### src/hw/paq_pkg.sv
package paq_pkg;

	// ---------------------------------------------------------------
	// widths and register map
	// ---------------------------------------------------------------
	localparam int unsigned ADDR_W = 6;
	localparam int unsigned CNT_W = 16;
	localparam int unsigned FRAC_W = 8;
	localparam int unsigned MEP_W = 10;
	localparam logic [ADDR_W-1:0] OFS_CTRL = 6'h00;
	localparam logic [ADDR_W-1:0] OFS_AQ_A = 6'h04;
	localparam logic [ADDR_W-1:0] OFS_AQ_B = 6'h08;
	localparam logic [ADDR_W-1:0] OFS_CMP_A = 6'h0c;
	localparam logic [ADDR_W-1:0] OFS_CMP_B = 6'h10;
	localparam logic [ADDR_W-1:0] OFS_CMP_C = 6'h14;
	localparam logic [ADDR_W-1:0] OFS_CMP_D = 6'h18;
	localparam logic [ADDR_W-1:0] OFS_FORCE = 6'h1c;
	localparam logic [ADDR_W-1:0] OFS_FRAC = 6'h20;
	localparam logic [ADDR_W-1:0] OFS_STAT = 6'h24;
	localparam logic [ADDR_W-1:0] REG_STRIDE = 6'h04;
	localparam logic [1:0] ALIGN_OK = 2'h0;
	localparam logic [1:0] RESP_OKAY = 2'h0;
	localparam logic [1:0] RESP_SLVERR = 2'h2;

	// ---------------------------------------------------------------
	// fine edge timing
	// ---------------------------------------------------------------
	localparam int unsigned CLK_PERIOD_PS = 100000;
	localparam int unsigned MEP_STEP_PS = 150;
	localparam logic [MEP_W-1:0] MEP_SCALE =
		MEP_W'(CLK_PERIOD_PS / MEP_STEP_PS);

	// ---------------------------------------------------------------
	// types
	// ---------------------------------------------------------------
	typedef enum logic [1:0] {
		PAQ_ACT_NONE, PAQ_ACT_CLR, PAQ_ACT_SET, PAQ_ACT_TGL
	} paq_act_t;

	typedef enum logic [1:0] {
		PAQ_CF_OFF, PAQ_CF_LOW, PAQ_CF_HIGH, PAQ_CF_RSVD
	} paq_cf_t;

	// zero, period, either, or the mode-specific fourth choice
	typedef enum logic [1:0] {
		PAQ_LD_ZERO, PAQ_LD_PRD, PAQ_LD_EITHER, PAQ_LD_OTHER
	} paq_ld_t;

	typedef struct packed {
		paq_act_t cbd;
		paq_act_t cmp_b_upcount_event;
		paq_act_t cad;
		paq_act_t cmp_a_upcount_event;
		paq_act_t period_match_event;
		paq_act_t zero;
	} paq_aq_t;

	typedef struct packed {
		logic cbd;
		logic cmp_b_upcount_event;
		logic cad;
		logic cmp_a_upcount_event;
		logic period_match_event;
		logic zero;
	} paq_evt_t;

	typedef struct packed {
		logic [3:0] link_en;
		logic [3:0] cmp_imm;
		logic duty_prd;
		logic ctl_phase;
		paq_ld_t frac_ld;
		logic swap;
		logic inv_b;
		logic en_b;
		logic en_a;
	} paq_ctrl_t;

	typedef struct packed {
		paq_act_t swf_act_b;
		paq_act_t swf_act_a;
		logic go_b;
		logic go_a;
		paq_ld_t swf_ld;
		paq_ld_t cf_ld;
		paq_cf_t cf_b;
		paq_cf_t cf_a;
	} paq_force_t;

	localparam paq_aq_t AQ_A_RST = 12'h096;
	localparam paq_aq_t AQ_B_RST = 12'h929;
	localparam paq_ctrl_t CTRL_RST = 16'h0001;
	localparam paq_force_t FORCE_RST = 14'h0000;
	localparam logic [2*FRAC_W-1:0] FRAC_RST = 16'h0000;

endpackage

### src/hw/paq_cmp_unit.sv
// one compare register with shadow, link and direction-qualified match
module paq_cmp_unit
	import paq_pkg::*;
#(
	parameter int unsigned CW = CNT_W
) (
	input wire logic sys_clk,
	input wire logic arst_n,
	input wire logic wr_en,
	input wire logic [CW-1:0] wr_data,
	input wire logic shadow_imm,
	input wire logic link_en,
	input wire logic [CW-1:0] link_val,
	input wire logic [CW-1:0] timebase_counter,
	input wire logic tb_count_up,
	output logic [CW-1:0] active_q,
	output logic up_evt,
	output logic dn_evt,
	output logic hit
);

	logic [CW-1:0] shadow_q;
	logic [CW-1:0] eff;

	// software writes always land in the shadow copy
	always_ff @(posedge sys_clk or negedge arst_n) begin
		if (!arst_n) begin
			shadow_q <= '0;
		end else if (wr_en) begin
			shadow_q <= wr_data;
		end
	end

	// active value: immediate write or shadow transfer at zero
	always_ff @(posedge sys_clk or negedge arst_n) begin
		if (!arst_n) begin
			active_q <= '0;
		end else if (shadow_imm) begin
			if (wr_en) begin
				active_q <= wr_data;
			end
		end else if (timebase_counter == '0) begin
			active_q <= shadow_q;
		end
	end

	// match against own or linked value, split by direction
	assign eff = link_en ? link_val : active_q;
	assign hit = (timebase_counter == eff);
	assign up_evt = hit && tb_count_up;
	assign dn_evt = hit && !tb_count_up;
endmodule

### src/hw/paq_top.sv
// The address map and register access over AXI4-Lite were left to the implementer.
module paq_top
	import paq_pkg::*;
(
	input wire logic sys_clk,
	input wire logic arst_n,
	input wire logic [ADDR_W-1:0] s_axi_awaddr,
	input wire logic s_axi_awvalid,
	output logic s_axi_awready,
	input wire logic [31:0] s_axi_wdata,
	input wire logic [3:0] s_axi_wstrb,
	input wire logic s_axi_wvalid,
	output logic s_axi_wready,
	output logic [1:0] s_axi_bresp,
	output logic s_axi_bvalid,
	input wire logic s_axi_bready,
	input wire logic [ADDR_W-1:0] s_axi_araddr,
	input wire logic s_axi_arvalid,
	output logic s_axi_arready,
	output logic [31:0] s_axi_rdata,
	output logic [1:0] s_axi_rresp,
	output logic s_axi_rvalid,
	input wire logic s_axi_rready,
	input wire logic [CNT_W-1:0] timebase_counter,
	input wire logic [CNT_W-1:0] timebase_period,
	input wire logic tb_count_up,
	input wire logic [3:0][CNT_W-1:0] link_cmp_val,
	output logic pwm_out_a,
	output logic pwm_out_b,
	output paq_evt_t cmp_evt,
	output logic [3:0] cmp_match,
	output logic [FRAC_W-1:0] fine_edge_pos,
	output logic [MEP_W-1:0] mep_steps
);

	// ---------------------------------------------------------------
	// register storage
	// ---------------------------------------------------------------
	paq_ctrl_t ctrl_q;
	paq_aq_t aq_a_q, aq_b_q;
	paq_force_t force_q;
	logic [2*FRAC_W-1:0] frac_sh_q;
	logic go_a_q, go_b_q;
	paq_act_t swf_act_a_q, swf_act_b_q;
	paq_cf_t cf_act_a_q, cf_act_b_q;
	logic [FRAC_W-1:0] compare_reg_a_frac_act_q, prd_frac_act_q;
	logic wave_a_q, wave_b_q;
	logic [3:0][CNT_W-1:0] cmp_act;
	logic [3:0] cmp_up, cmp_dn, cmp_hit;

	// bus state
	logic aw_got_q, w_got_q, bvalid_q, rvalid_q;
	logic [ADDR_W-1:0] waddr_q;
	logic [31:0] wdata_q, rdata_q, wr_val;
	logic [3:0] wstrb_q;
	logic [1:0] bresp_q, rresp_q;
	logic wr_fire;

	// ---------------------------------------------------------------
	// helpers
	// ---------------------------------------------------------------
	function automatic logic mapped(input logic [ADDR_W-1:0] a);
		return (a[1:0] == ALIGN_OK) && (a <= OFS_STAT);
	endfunction

	function automatic logic [31:0] reg_rd(input logic [ADDR_W-1:0] a);
		logic [31:0] v;
		paq_force_t f;
		v = 32'h0;
		f = force_q;
		f.go_a = 1'b0;
		f.go_b = 1'b0;
		case (a)
			OFS_CTRL: v[$bits(paq_ctrl_t)-1:0] = ctrl_q;
			OFS_AQ_A: v[$bits(paq_aq_t)-1:0] = aq_a_q;
			OFS_AQ_B: v[$bits(paq_aq_t)-1:0] = aq_b_q;
			OFS_CMP_A: v[CNT_W-1:0] = cmp_act[0];
			OFS_CMP_B: v[CNT_W-1:0] = cmp_act[1];
			OFS_CMP_C: v[CNT_W-1:0] = cmp_act[2];
			OFS_CMP_D: v[CNT_W-1:0] = cmp_act[3];
			OFS_FORCE: v[$bits(paq_force_t)-1:0] = f;
			OFS_FRAC: v[2*FRAC_W-1:0] = frac_sh_q;
			OFS_STAT: v[15:0] = {fine_edge_pos, 2'h0, pwm_out_b,
				pwm_out_a, cf_act_b_q, cf_act_a_q};
			default: v = 32'h0;
		endcase
		return v;
	endfunction

	function automatic logic [31:0] merge(input logic [31:0] o,
		input logic [31:0] n, input logic [3:0] s);
		logic [31:0] r;
		r = o;
		for (int i = 0; i < 4; i++) begin
			if (s[i]) begin
				r[8*i +: 8] = n[8*i +: 8];
			end
		end
		return r;
	endfunction

	// reload strobe for a load select; other_hit covers the fourth code
	function automatic logic ld_hit(input paq_ld_t s, input logic z,
		input logic p, input logic other_hit);
		unique case (s)
			PAQ_LD_ZERO: return z;
			PAQ_LD_PRD: return p;
			PAQ_LD_EITHER: return z || p;
			PAQ_LD_OTHER: return other_hit;
		endcase
	endfunction

	// event priority: software force, then B down/up, A down/up, period, zero
	function automatic paq_act_t resolve(input paq_aq_t aq,
		input paq_evt_t e, input logic go, input paq_act_t swf);
		if (go) return swf;
		if (e.cbd) return aq.cbd;
		if (e.cmp_b_upcount_event) return aq.cmp_b_upcount_event;
		if (e.cad) return aq.cad;
		if (e.cmp_a_upcount_event) return aq.cmp_a_upcount_event;
		if (e.period_match_event) return aq.period_match_event;
		if (e.zero) return aq.zero;
		return PAQ_ACT_NONE;
	endfunction

	function automatic logic next_wave(input paq_cf_t cf,
		input paq_act_t a, input logic cur);
		if (cf == PAQ_CF_LOW) return 1'b0;
		if (cf == PAQ_CF_HIGH) return 1'b1;
		unique case (a)
			PAQ_ACT_NONE: return cur;
			PAQ_ACT_CLR: return 1'b0;
			PAQ_ACT_SET: return 1'b1;
			PAQ_ACT_TGL: return !cur;
		endcase
	endfunction

	// ---------------------------------------------------------------
	// AXI4-Lite slave
	// ---------------------------------------------------------------
	assign s_axi_awready = !aw_got_q && !bvalid_q;
	assign s_axi_wready = !w_got_q && !bvalid_q;
	assign s_axi_arready = !rvalid_q;
	assign s_axi_bvalid = bvalid_q;
	assign s_axi_bresp = bresp_q;
	assign s_axi_rvalid = rvalid_q;
	assign s_axi_rdata = rdata_q;
	assign s_axi_rresp = rresp_q;
	assign wr_fire = aw_got_q && w_got_q && !bvalid_q;
	assign wr_val = merge(reg_rd(waddr_q), wdata_q, wstrb_q);

	// address and data are caught in either order
	always_ff @(posedge sys_clk or negedge arst_n) begin
		if (!arst_n) begin
			aw_got_q <= 1'b0;
			waddr_q <= '0;
		end else if (s_axi_awvalid && s_axi_awready) begin
			aw_got_q <= 1'b1;
			waddr_q <= s_axi_awaddr;
		end else if (wr_fire) begin
			aw_got_q <= 1'b0;
		end
	end

	always_ff @(posedge sys_clk or negedge arst_n) begin
		if (!arst_n) begin
			w_got_q <= 1'b0;
			wdata_q <= 32'h0;
			wstrb_q <= 4'h0;
		end else if (s_axi_wvalid && s_axi_wready) begin
			w_got_q <= 1'b1;
			wdata_q <= s_axi_wdata;
			wstrb_q <= s_axi_wstrb;
		end else if (wr_fire) begin
			w_got_q <= 1'b0;
		end
	end

	// write response follows the register update
	always_ff @(posedge sys_clk or negedge arst_n) begin
		if (!arst_n) begin
			bvalid_q <= 1'b0;
			bresp_q <= RESP_OKAY;
		end else if (wr_fire) begin
			bvalid_q <= 1'b1;
			bresp_q <= mapped(waddr_q) ? RESP_OKAY : RESP_SLVERR;
		end else if (s_axi_bready) begin
			bvalid_q <= 1'b0;
		end
	end

	// read data is captured when the address is taken
	always_ff @(posedge sys_clk or negedge arst_n) begin
		if (!arst_n) begin
			rvalid_q <= 1'b0;
			rdata_q <= 32'h0;
			rresp_q <= RESP_OKAY;
		end else if (s_axi_arvalid && s_axi_arready) begin
			rvalid_q <= 1'b1;
			rdata_q <= reg_rd(s_axi_araddr);
			rresp_q <= mapped(s_axi_araddr) ? RESP_OKAY : RESP_SLVERR;
		end else if (s_axi_rready) begin
			rvalid_q <= 1'b0;
		end
	end

	// ---------------------------------------------------------------
	// configuration registers
	// ---------------------------------------------------------------
	always_ff @(posedge sys_clk or negedge arst_n) begin
		if (!arst_n) begin
			ctrl_q <= CTRL_RST;
			aq_a_q <= AQ_A_RST;
			aq_b_q <= AQ_B_RST;
			frac_sh_q <= FRAC_RST;
		end else if (wr_fire) begin
			if (waddr_q == OFS_CTRL) ctrl_q <= wr_val[$bits(paq_ctrl_t)-1:0];
			if (waddr_q == OFS_AQ_A) aq_a_q <= wr_val[$bits(paq_aq_t)-1:0];
			if (waddr_q == OFS_AQ_B) aq_b_q <= wr_val[$bits(paq_aq_t)-1:0];
			if (waddr_q == OFS_FRAC) frac_sh_q <= wr_val[2*FRAC_W-1:0];
		end
	end

	// force register image of the write, read field by field
	paq_force_t force_wr;
	assign force_wr = wr_val[$bits(paq_force_t)-1:0];

	// force shadow register; go bits become one-cycle force events
	always_ff @(posedge sys_clk or negedge arst_n) begin
		if (!arst_n) begin
			force_q <= FORCE_RST;
			go_a_q <= 1'b0;
			go_b_q <= 1'b0;
		end else begin
			go_a_q <= 1'b0;
			go_b_q <= 1'b0;
			if (wr_fire && waddr_q == OFS_FORCE) begin
				force_q <= wr_val[$bits(paq_force_t)-1:0];
				force_q.go_a <= 1'b0;
				force_q.go_b <= 1'b0;
				go_a_q <= force_wr.go_a;
				go_b_q <= force_wr.go_b;
			end
		end
	end

	// ---------------------------------------------------------------
	// compare units and events
	// ---------------------------------------------------------------
	logic zero_hit, prd_hit;
	paq_evt_t evt;
	paq_act_t act_a, act_b;

	assign zero_hit = (timebase_counter == '0);
	assign prd_hit = (timebase_counter == timebase_period);

	for (genvar i = 0; i < 4; i++) begin : g_cmp
		paq_cmp_unit #(
			.CW(CNT_W)
		) u_cmp (
			.sys_clk(sys_clk),
			.arst_n(arst_n),
			.wr_en(wr_fire && waddr_q ==
				ADDR_W'(OFS_CMP_A + ADDR_W'(i) * REG_STRIDE)),
			.wr_data(wr_val[CNT_W-1:0]),
			.shadow_imm(ctrl_q.cmp_imm[i]),
			.link_en(ctrl_q.link_en[i]),
			.link_val(link_cmp_val[i]),
			.timebase_counter(timebase_counter),
			.tb_count_up(tb_count_up),
			.active_q(cmp_act[i]),
			.up_evt(cmp_up[i]),
			.dn_evt(cmp_dn[i]),
			.hit(cmp_hit[i])
		);
	end

	// events seen by the qualifier, compare matches split by count direction
	always_comb begin
		evt.zero = zero_hit;
		evt.period_match_event = prd_hit;
		evt.cmp_a_upcount_event = cmp_up[0];
		evt.cad = cmp_dn[0];
		evt.cmp_b_upcount_event = cmp_up[1];
		evt.cbd = cmp_dn[1];
	end

	// registered event outputs for interrupt and conversion start logic
	always_ff @(posedge sys_clk or negedge arst_n) begin
		if (!arst_n) begin
			cmp_evt <= '0;
			cmp_match <= 4'h0;
		end else begin
			cmp_evt <= evt;
			cmp_match <= cmp_hit;
		end
	end

	// ---------------------------------------------------------------
	// action qualifier
	// ---------------------------------------------------------------
	// active force settings reload from the force shadow register
	always_ff @(posedge sys_clk or negedge arst_n) begin
		if (!arst_n) begin
			swf_act_a_q <= PAQ_ACT_NONE;
			swf_act_b_q <= PAQ_ACT_NONE;
			cf_act_a_q <= PAQ_CF_OFF;
			cf_act_b_q <= PAQ_CF_OFF;
		end else begin
			if (ld_hit(force_q.swf_ld, zero_hit, prd_hit, 1'b0)) begin
				swf_act_a_q <= force_q.swf_act_a;
				swf_act_b_q <= force_q.swf_act_b;
			end
			if (ld_hit(force_q.cf_ld, zero_hit, prd_hit, 1'b1)) begin
				cf_act_a_q <= force_q.cf_a;
				cf_act_b_q <= force_q.cf_b;
			end
		end
	end

	assign act_a = resolve(aq_a_q, evt, go_a_q, swf_act_a_q);
	assign act_b = resolve(aq_b_q, evt, go_b_q, swf_act_b_q);

	// raw waveforms, continuous force taking precedence
	always_ff @(posedge sys_clk or negedge arst_n) begin
		if (!arst_n) begin
			wave_a_q <= 1'b0;
			wave_b_q <= 1'b0;
		end else begin
			wave_a_q <= next_wave(cf_act_a_q, act_a, wave_a_q);
			wave_b_q <= next_wave(cf_act_b_q, act_b, wave_b_q);
		end
	end

	// output routing: invert A onto B, then swap, then enables
	logic route_b, sel_a, sel_b;
	assign route_b = ctrl_q.inv_b ? !wave_a_q : wave_b_q;
	assign sel_a = ctrl_q.swap ? route_b : wave_a_q;
	assign sel_b = ctrl_q.swap ? wave_a_q : route_b;

	always_ff @(posedge sys_clk or negedge arst_n) begin
		if (!arst_n) begin
			pwm_out_a <= 1'b0;
			pwm_out_b <= 1'b0;
		end else begin
			pwm_out_a <= ctrl_q.en_a && sel_a;
			pwm_out_b <= ctrl_q.en_b && sel_b;
		end
	end

	// ---------------------------------------------------------------
	// fine edge positioning
	// ---------------------------------------------------------------
	logic [FRAC_W-1:0] fine_sel;
	logic [FRAC_W+MEP_W-1:0] fine_prod;

	always_ff @(posedge sys_clk or negedge arst_n) begin
		if (!arst_n) begin
			compare_reg_a_frac_act_q <= '0;
			prd_frac_act_q <= '0;
		end else if (ld_hit(ctrl_q.frac_ld, zero_hit, prd_hit,
			zero_hit || prd_hit)) begin
			compare_reg_a_frac_act_q <= frac_sh_q[FRAC_W-1:0];
			prd_frac_act_q <= frac_sh_q[2*FRAC_W-1:FRAC_W];
		end
	end

	assign fine_sel = (ctrl_q.ctl_phase || ctrl_q.duty_prd) ?
		prd_frac_act_q : compare_reg_a_frac_act_q;
	assign fine_prod = fine_sel * MEP_SCALE;

	// fraction of a clock turned into a count of fine steps
	always_ff @(posedge sys_clk or negedge arst_n) begin
		if (!arst_n) begin
			fine_edge_pos <= '0;
			mep_steps <= '0;
		end else begin
			fine_edge_pos <= fine_sel;
			mep_steps <= fine_prod[FRAC_W +: MEP_W];
		end
	end
endmodule

### config.mk
export PLATFORM = sky130hd
export DESIGN_NAME = paq_top
export DESIGN_NICKNAME = d
export VERILOG_FILES = /design/src/hw/paq_pkg.sv /design/src/hw/paq_cmp_unit.sv /design/src/hw/paq_top.sv
export SDC_FILE = /design/constraint.sdc
export NUM_CORES = 1
export LEC_CHECK = 0
export ABC_AREA = 0
export BUFFER_PORTS_ARGS = -buffer_cell sky130_fd_sc_hd__buf_4
export CAP_MARGIN = 20
export CORE_MARGIN = 3
export CORE_UTILIZATION = 50
export CTS_CLUSTER_DIAMETER = 50
export DETAILED_ROUTE_END_ITERATION = 7
export GPL_TIMING_DRIVEN = 1
export PLACE_DENSITY = 0.73
export SLEW_MARGIN = 20
export SYNTH_ARGS = -nofsm -noshare
export SYNTH_HDL_FRONTEND = slang
export SYNTH_SLANG_ARGS = --single-unit
### constraint.sdc
create_clock -name sys_clk -period 5.8 [get_ports sys_clk]
set_clock_uncertainty 0.05 [all_clocks]
set_input_delay 1.74 -clock sys_clk [delete_from_list [all_inputs] [get_ports sys_clk]]
set_output_delay 1.74 -clock sys_clk [all_outputs]
set_load 0.005 [all_outputs]
# ---- Yosys cells after proc, flatten, opt, wreduce, memory -nomap -nowiden
# Cells that the tools add are included.
dict set report classes {
  add_sub_neg 0
  mul 1
  n_div 0
  order_cmp 2
  n_eq_ne 48
  shifts 0
  mux 142
  bitwise 0
  reduce_logical 56
}
# cell count
set ops {}
lappend ops {{$mux 16} 16}
lappend ops {{$pmux 12 s10} 2}
lappend ops {{$eq 16x16->1} 5}
lappend ops {{$mux 1} 76}
lappend ops {{$mux 2} 36}
lappend ops {{$eq 6x5->1 const B} 8}
lappend ops {{$pmux 2 s8} 2}
lappend ops {{$pmux 2 s7} 2}
lappend ops {{$eq 2x2->1 const B} 12}
lappend ops {{$eq 6x4->1 const B} 4}
lappend ops {{$eq 6x6->1 const B} 4}
lappend ops {{$mux 8} 3}
lappend ops {{$logic_and 1x1->1} 20}
lappend ops {{$mul 8x9->17 const B} 1}
lappend ops {{$logic_not 16->1} 1}
lappend ops {{$reduce_and 2->1} 8}
lappend ops {{$reduce_bool 2->1} 8}
lappend ops {{$eq 2x1->1 const B} 7}
lappend ops {{$logic_not 2->1} 7}
lappend ops {{$eq 6x3->1 const B} 2}
lappend ops {{$le 6x6->1 const B} 2}
lappend ops {{$logic_not 6->1} 2}
lappend ops {{$pmux 1 s3} 3}
lappend ops {{$ne 2x1->1 const B} 4}
lappend ops {{other kinds (5)} 14}
dict set report totals {
  register_bits 302
  latchBits 0
  mem_bits_rw 0
  romBits 0
  inputBits 152
  output_inout_bits 71
  elab_cells 316
  mem_count 0
}

# ---- Longest topological paths before layout
dict set report logic_depth {
  word_depth 36
  ltp_mapped 19
  ltp_nobuf 18
}

# ---- Hierarchy
# A second synthesis with hierarchy kept.
dict set report hier_totals {
  hier_cells 1624
  hier_area_um2 17063.9
}
# mod n_inst cells_per_inst area_each_um2 seq_area_each_um2
set by_module_without_submodules {}
lappend by_module_without_submodules {paq_top 1 1012 10012.1 4316.6}
lappend by_module_without_submodules {paq_cmp_unit 4 153 1762.9 800.8}

# ---- Least setup slack after synthesis
# Ideal clock, no wire load.
dict set report synth_path {
  path_type {register to register}
  from {register ctrl_q[7] (netlist name)}
  to {register mep_steps[9]}
  setup_ns 0.080
  arrival_ns 4.354
  required_time_ns 5.670
  path_slack_ns 1.316
  stages_incl_launch_ff 18
  path_buffers 1
  synth_period_minus_slack_ns 4.484
  path_cell_list {dfrtp_1 > nor2_1 > buf_1 > mux2i_1 > inv_1 > xnor2_1 > fa_1 > inv_1 > fa_1 > inv_1 > fa_1 > inv_1 > ha_1 > nand3_1 > a21oi_1 > o311a_1 > o41ai_1 > xnor2_1}
}
dict set report synth_between {
  elab_chain_cells 3
}
# element line
set synth_rtl {}
lappend synth_rtl {{start: declaration} paq_top.sv:39} ;# paq_ctrl_t ctrl_q;
lappend synth_rtl {{start signal: assignment} paq_top.sv:217} ;# if (waddr_q == OFS_CTRL) ctrl_q <= wr_val[$bits(paq_ctrl_t)-1:0];
lappend synth_rtl {{$logic_or 1x1->1} paq_top.sv:368} ;# assign fine_sel = (ctrl_q.ctl_phase || ctrl_q.duty_prd) ?
lappend synth_rtl {{$mux 8} paq_top.sv:368}
lappend synth_rtl {{named net fine_sel[5]} paq_top.sv:354} ;# logic [FRAC_W-1:0] fine_sel;
lappend synth_rtl {{$mul 8x9->17} paq_top.sv:370} ;# assign fine_prod = fine_sel * MEP_SCALE;
lappend synth_rtl {{named net fine_prod[17]} paq_top.sv:355} ;# logic [FRAC_W+MEP_W-1:0] fine_prod;
lappend synth_rtl {{end signal: assignment} paq_top.sv:379} ;# mep_steps <= fine_prod[FRAC_W +: MEP_W];
lappend synth_rtl {{end: declaration} paq_top.sv:33} ;# output logic [MEP_W-1:0] mep_steps
# The timed path passes the listed nets, and every way through them passes these cells.
# A chain may end at the register's enable or synchronous reset.

# ---- Final worst setup path
# Ends and elaborated chain as after synthesis.

==> summary.md <==
| Metric | Value |
|---|---|
| Status | finished with violations |
| Violations in the final reports | DRC |
| Flop and latch count out of synthesis | 300 |
| Vias in the first global route | approximately 15000 |
| First-pass GRT wire length | between 90 and 100 mm |
| Crit-path max FO | 11 |
| Reg2Reg Depth | 14 |
| Total of max-cap violations | 0 |
| CTS sink cnt | 300 |
| CP Launch Point | ctrl_q[7] |
| Final nets | around 2100 |
| Clk_lat worst skew | 0.53 ns |
| R2R Path Start | ctrl_q[7] |
| Crit path launch type | flop |
| CTS clock-pin slew for the worst setup and hold paths | approximately 0.06 ns |
| H-tree levels | 2 |
| Reg power frac | approximately 40% |
| CP required | slightly above 6 ns |
| Hold crit path type | reg -> reg |
| DIE AREA | around 37000 sq um |
| Pwr/cell area | around 440 nW/um^2 |
| Fraction of registers with async set/reset | between 90% and 100% |
| Chip width | around 190 um |
| Fraction of layout cells with a size suffix above 1 | 21.5% |
| Comb power frac | around 32% |
| Critical Path Sink | mep_steps[9] |
| Starting Density | between 50 and 60% |
| WS Path Type | reg -> reg |
| Mapped Cells | around 1800 |
| GR Overflow Total | 0 |
| Post-CTS setup buffers | 0 |
| Clock root cell | clkbuf_16 |
| Clock Power Share | 28.0% |
| TritonCTS clock tree | yes |
| Site row count | 67 |
| Post-route antenna net violation count | 0 |
| Total Routing Usage GR | roughly a third |
| Post-synth EDFFs | 0 |
| Tcrit/Tclk final | 83.6% |
| Fin. Hold Viols | 0 |
| Worst reg2reg setup slack | approximately 0.95 ns |
| Post-route core utilization | roughly 60% |
| Rel. slew slack | about a fifth |
| Tmin final | ~4.9 ns |
| Vias per cell | around 6.4 |
| Total number of vias | between 15000 and 20000 |
| Fin. max-slew vios | 0 |
| Synth Area in Simple Gates | between 10% and 20% |
| IO Port Bufs | approximately 190 |
| PostCTS Resize Cnt | 0 |
| Ys flop type | dfrtp_1 |
| Psw | 3.64 mW |
| Total internal power | 5.26 mW |
| GPL Wtd Cong | between 0.9 and 1 |
| Drt drc | 7 |
| Synth Cell Area | about 17000 sq um |
| RSZ-0062 raised after global routing | no |
| Total power | between 8 and 9 mW |
| Leakage | 9.61 nW |
| Sequential cell area fraction in the yosys report | between 40% and 50% |
| Critical Path End Type | flop |
| Syn. warnings | 0 |
| Hold slack | approximately 0.42 ns |
| Num CTS Buffers | 38 |
| Average cell area after synthesis | 9.69 sq um |
| R2r endpoint | mep_steps[9] |
| Initial DRC Count | around 2300 |
| Num ports | around 220 |
| Hold path start | g_cmp[1].u_cmp.shadow_q[11] |
| Final setup viols | 0 |
| VDD IR max | approximately 0.28 mV |
| Actual slew at the worst max-slew pin | approximately 1.2 ns |
| WL/cell | between 20 and 30 um |
| Switching part of the total | 40.9% |
| Cts-stage hold buffer count | 0 |
| Synth Area in Adders | ~4.3% |
| Synth-to-Final Area Change | 17.2% |
| Max clock buf depth | 3 |
| WP data arrival | 5.25 ns |
| Post-Synth XOR/XNOR Area | 4.50% |
| Post-detail-place hpwl | around 44 mm |
| Main combinational cell family by area after synthesis | compound AO/OA/AOI/OAI gates |
| Core ar. | roughly 34000 sq um |
| Drt pass-1 iters | 8 |
| Antenna violations before repair | 1 |
| Final wirelength | ~62 mm |
| Unique cell type count in the Yosys netlist | 70 |
| Largest net degree at the start of global routing | 113 |
| Compound-gate portion of the synthesized area | between 15 and 20% |
| Post-synthesis mux area share | between 10 and 15% |
| Setup TNS | 0 ns |
| # diodes | 0 |
| Die height | 192 um |
| F_max | approximately 210 MHz |
-- final cells by class --
type                            instances  area, sq um
Multi-Input combinational cell       1296         8990
Clock inverter                         19          245
Clock buffer                           50         1100
Inverter                               54          203
Tap cell                              448          561
Sequential cell                       300         7520
Fill cell                            2809        13600
Timing Repair Buffer                  218         1660
-- power by group through the flow --
stage / Combinational (mW) / Clock (mW) / Sequential [mW]
after floorplan: 2.03 / 0 / 3.01
after global placement: 2.68 / 0 / 3.49
after detailed placement: 2.76 / 0 / 3.52
after CTS: 2.78 / 2.53 / 3.49
after global routing: 3.04 / 2.63 / 3.57
final: 2.86 / 2.49 / 3.55
-- worst max-delay path, cell delays in order, from the launching register on --
cell     delay [ns]
dfrtp_1        0.47
nor2_1         0.15
buf_4          0.22
mux2i_1        0.35
inv_1          0.19
ha_1           0.36
ha_1           0.31
fa_1           0.52
fa_1           0.42
ha_1           0.33
a21oi_1        0.27
a21oi_1        0.17
o311a_1        0.43
o41ai_1        0.37
xnor2_1        0.17
-- cell usage in the layout, fill, tap and decap left out, types with 44 or more instances in the layout --
| cell | synthesis | final |
|---|---|---|
| a22oi_1 | 79 | 79 |
| a31oi_1 | 45 | 45 |
| and2_1 | 48 | 48 |
| buf_4 | 25 | 216 |
| dfrtp_1 | 290 | 290 |
| ha_1 | 44 | 44 |
| inv_1 | 54 | 54 |
| mux2_2 | 92 | 92 |
| mux2i_1 | 91 | 90 |
| nand2_1 | 255 | 255 |
| nor2_1 | 93 | 93 |
| nor3_1 | 60 | 55 |
| o21ai_0 | 59 | 59 |
| xor2_1 | 66 | 66 |
-- metal layers --
metal | global-route usage [%] | up-vias | wire length [um]
li1 | - | 6620 | -
met1 | 43.7 | 7378 | 23900
met2 | 49.5 | 1048 | 26300
met3 | 9.38 | 215 | 7580
met4 | 18.5 | 0 | 4370
met5 | 0.824 | - | 0
-- cells in the mapped netlist (11+ instances only) --
library cell	count	area share, %
nand3_1	21	0.61
o21a_1	20	0.87
a22oi_1	79	3.4
a222oi_1	11	0.64
nor3b_1	16	0.69
clkbuf_1	85	1.8
xor2_1	66	3.3
a21oi_1	39	1.1
a211oi_1	37	1.6
buf_4	25	1.1
buf_2	34	0.98
dfrtp_1	290	42
a21o_1	16	0.69
a31oi_1	45	1.6
a22o_1	17	0.86
nor4_1	15	0.54
nor3_1	60	1.7
nand2b_1	11	0.40
nand2_1	255	5.5
mux2i_1	91	5.3
o21ai_0	59	1.7
xnor2_1	23	1.2
ha_1	44	3.2
and2_1	48	1.7
inv_1	54	1.2
nor2_1	93	2.0
a221oi_1	28	1.4
nand4_1	18	0.65
mux2_2	92	6.0
-- stage by stage --
step,area [sq um],cells,setup WS (ns)
floorplan,17400,1804,1.32
detailed placement,18900,2314,1.05
global route,20300,2385,0.685
global placement,18900,2314,1.19
finish,20300,2385,0.950
CTS,20300,2383,0.997
-- sequential cells by signal (all words and copies together) (netlist names), 4 cells and up --
register,cells
force_q,12
g_cmp.u_cmp.active_q,64
frac_sh_q,16
compare_reg_a_frac_act_q,8
aq_a_q,12
g_cmp.u_cmp.shadow_q,64
mep_steps,10
fine_edge_pos,8
wdata_q,16
waddr_q,6
ctrl_q,16
prd_frac_act_q,8
s_axi_rdata,16
cmp_match,4
cmp_evt,6
aq_b_q,12
-- logic make-up (layout without fill, tap and decap cells) --
logic type | after synthesis | count (layout)
simple gates | 563 | 563
compound gates | 389 | 389
flops | 300 | 300
buf+inv | 208 | 341
mux | 183 | 183
xor+xnor | 89 | 89
fa+ha+maj | 54 | 54
other cells | 1 | 18
-- worst min path at each step --
stage,cells after the start,slack (ns),endpoint
2_1_floorplan,2,0.39,g_cmp[0].u_cmp.shadow_q[6]
3_3_place_gp,2,0.40,g_cmp[2].u_cmp.shadow_q[10]
3_5_place_dp,2,0.41,g_cmp[2].u_cmp.shadow_q[10]
4_1_cts,2,0.42,g_cmp[2].u_cmp.shadow_q[10]
5_1_grt,1,0.45,g_cmp[1].u_cmp.shadow_q[12]
6_report,2,0.42,g_cmp[1].u_cmp.shadow_q[11]
(Power assumes the default switching activity.)
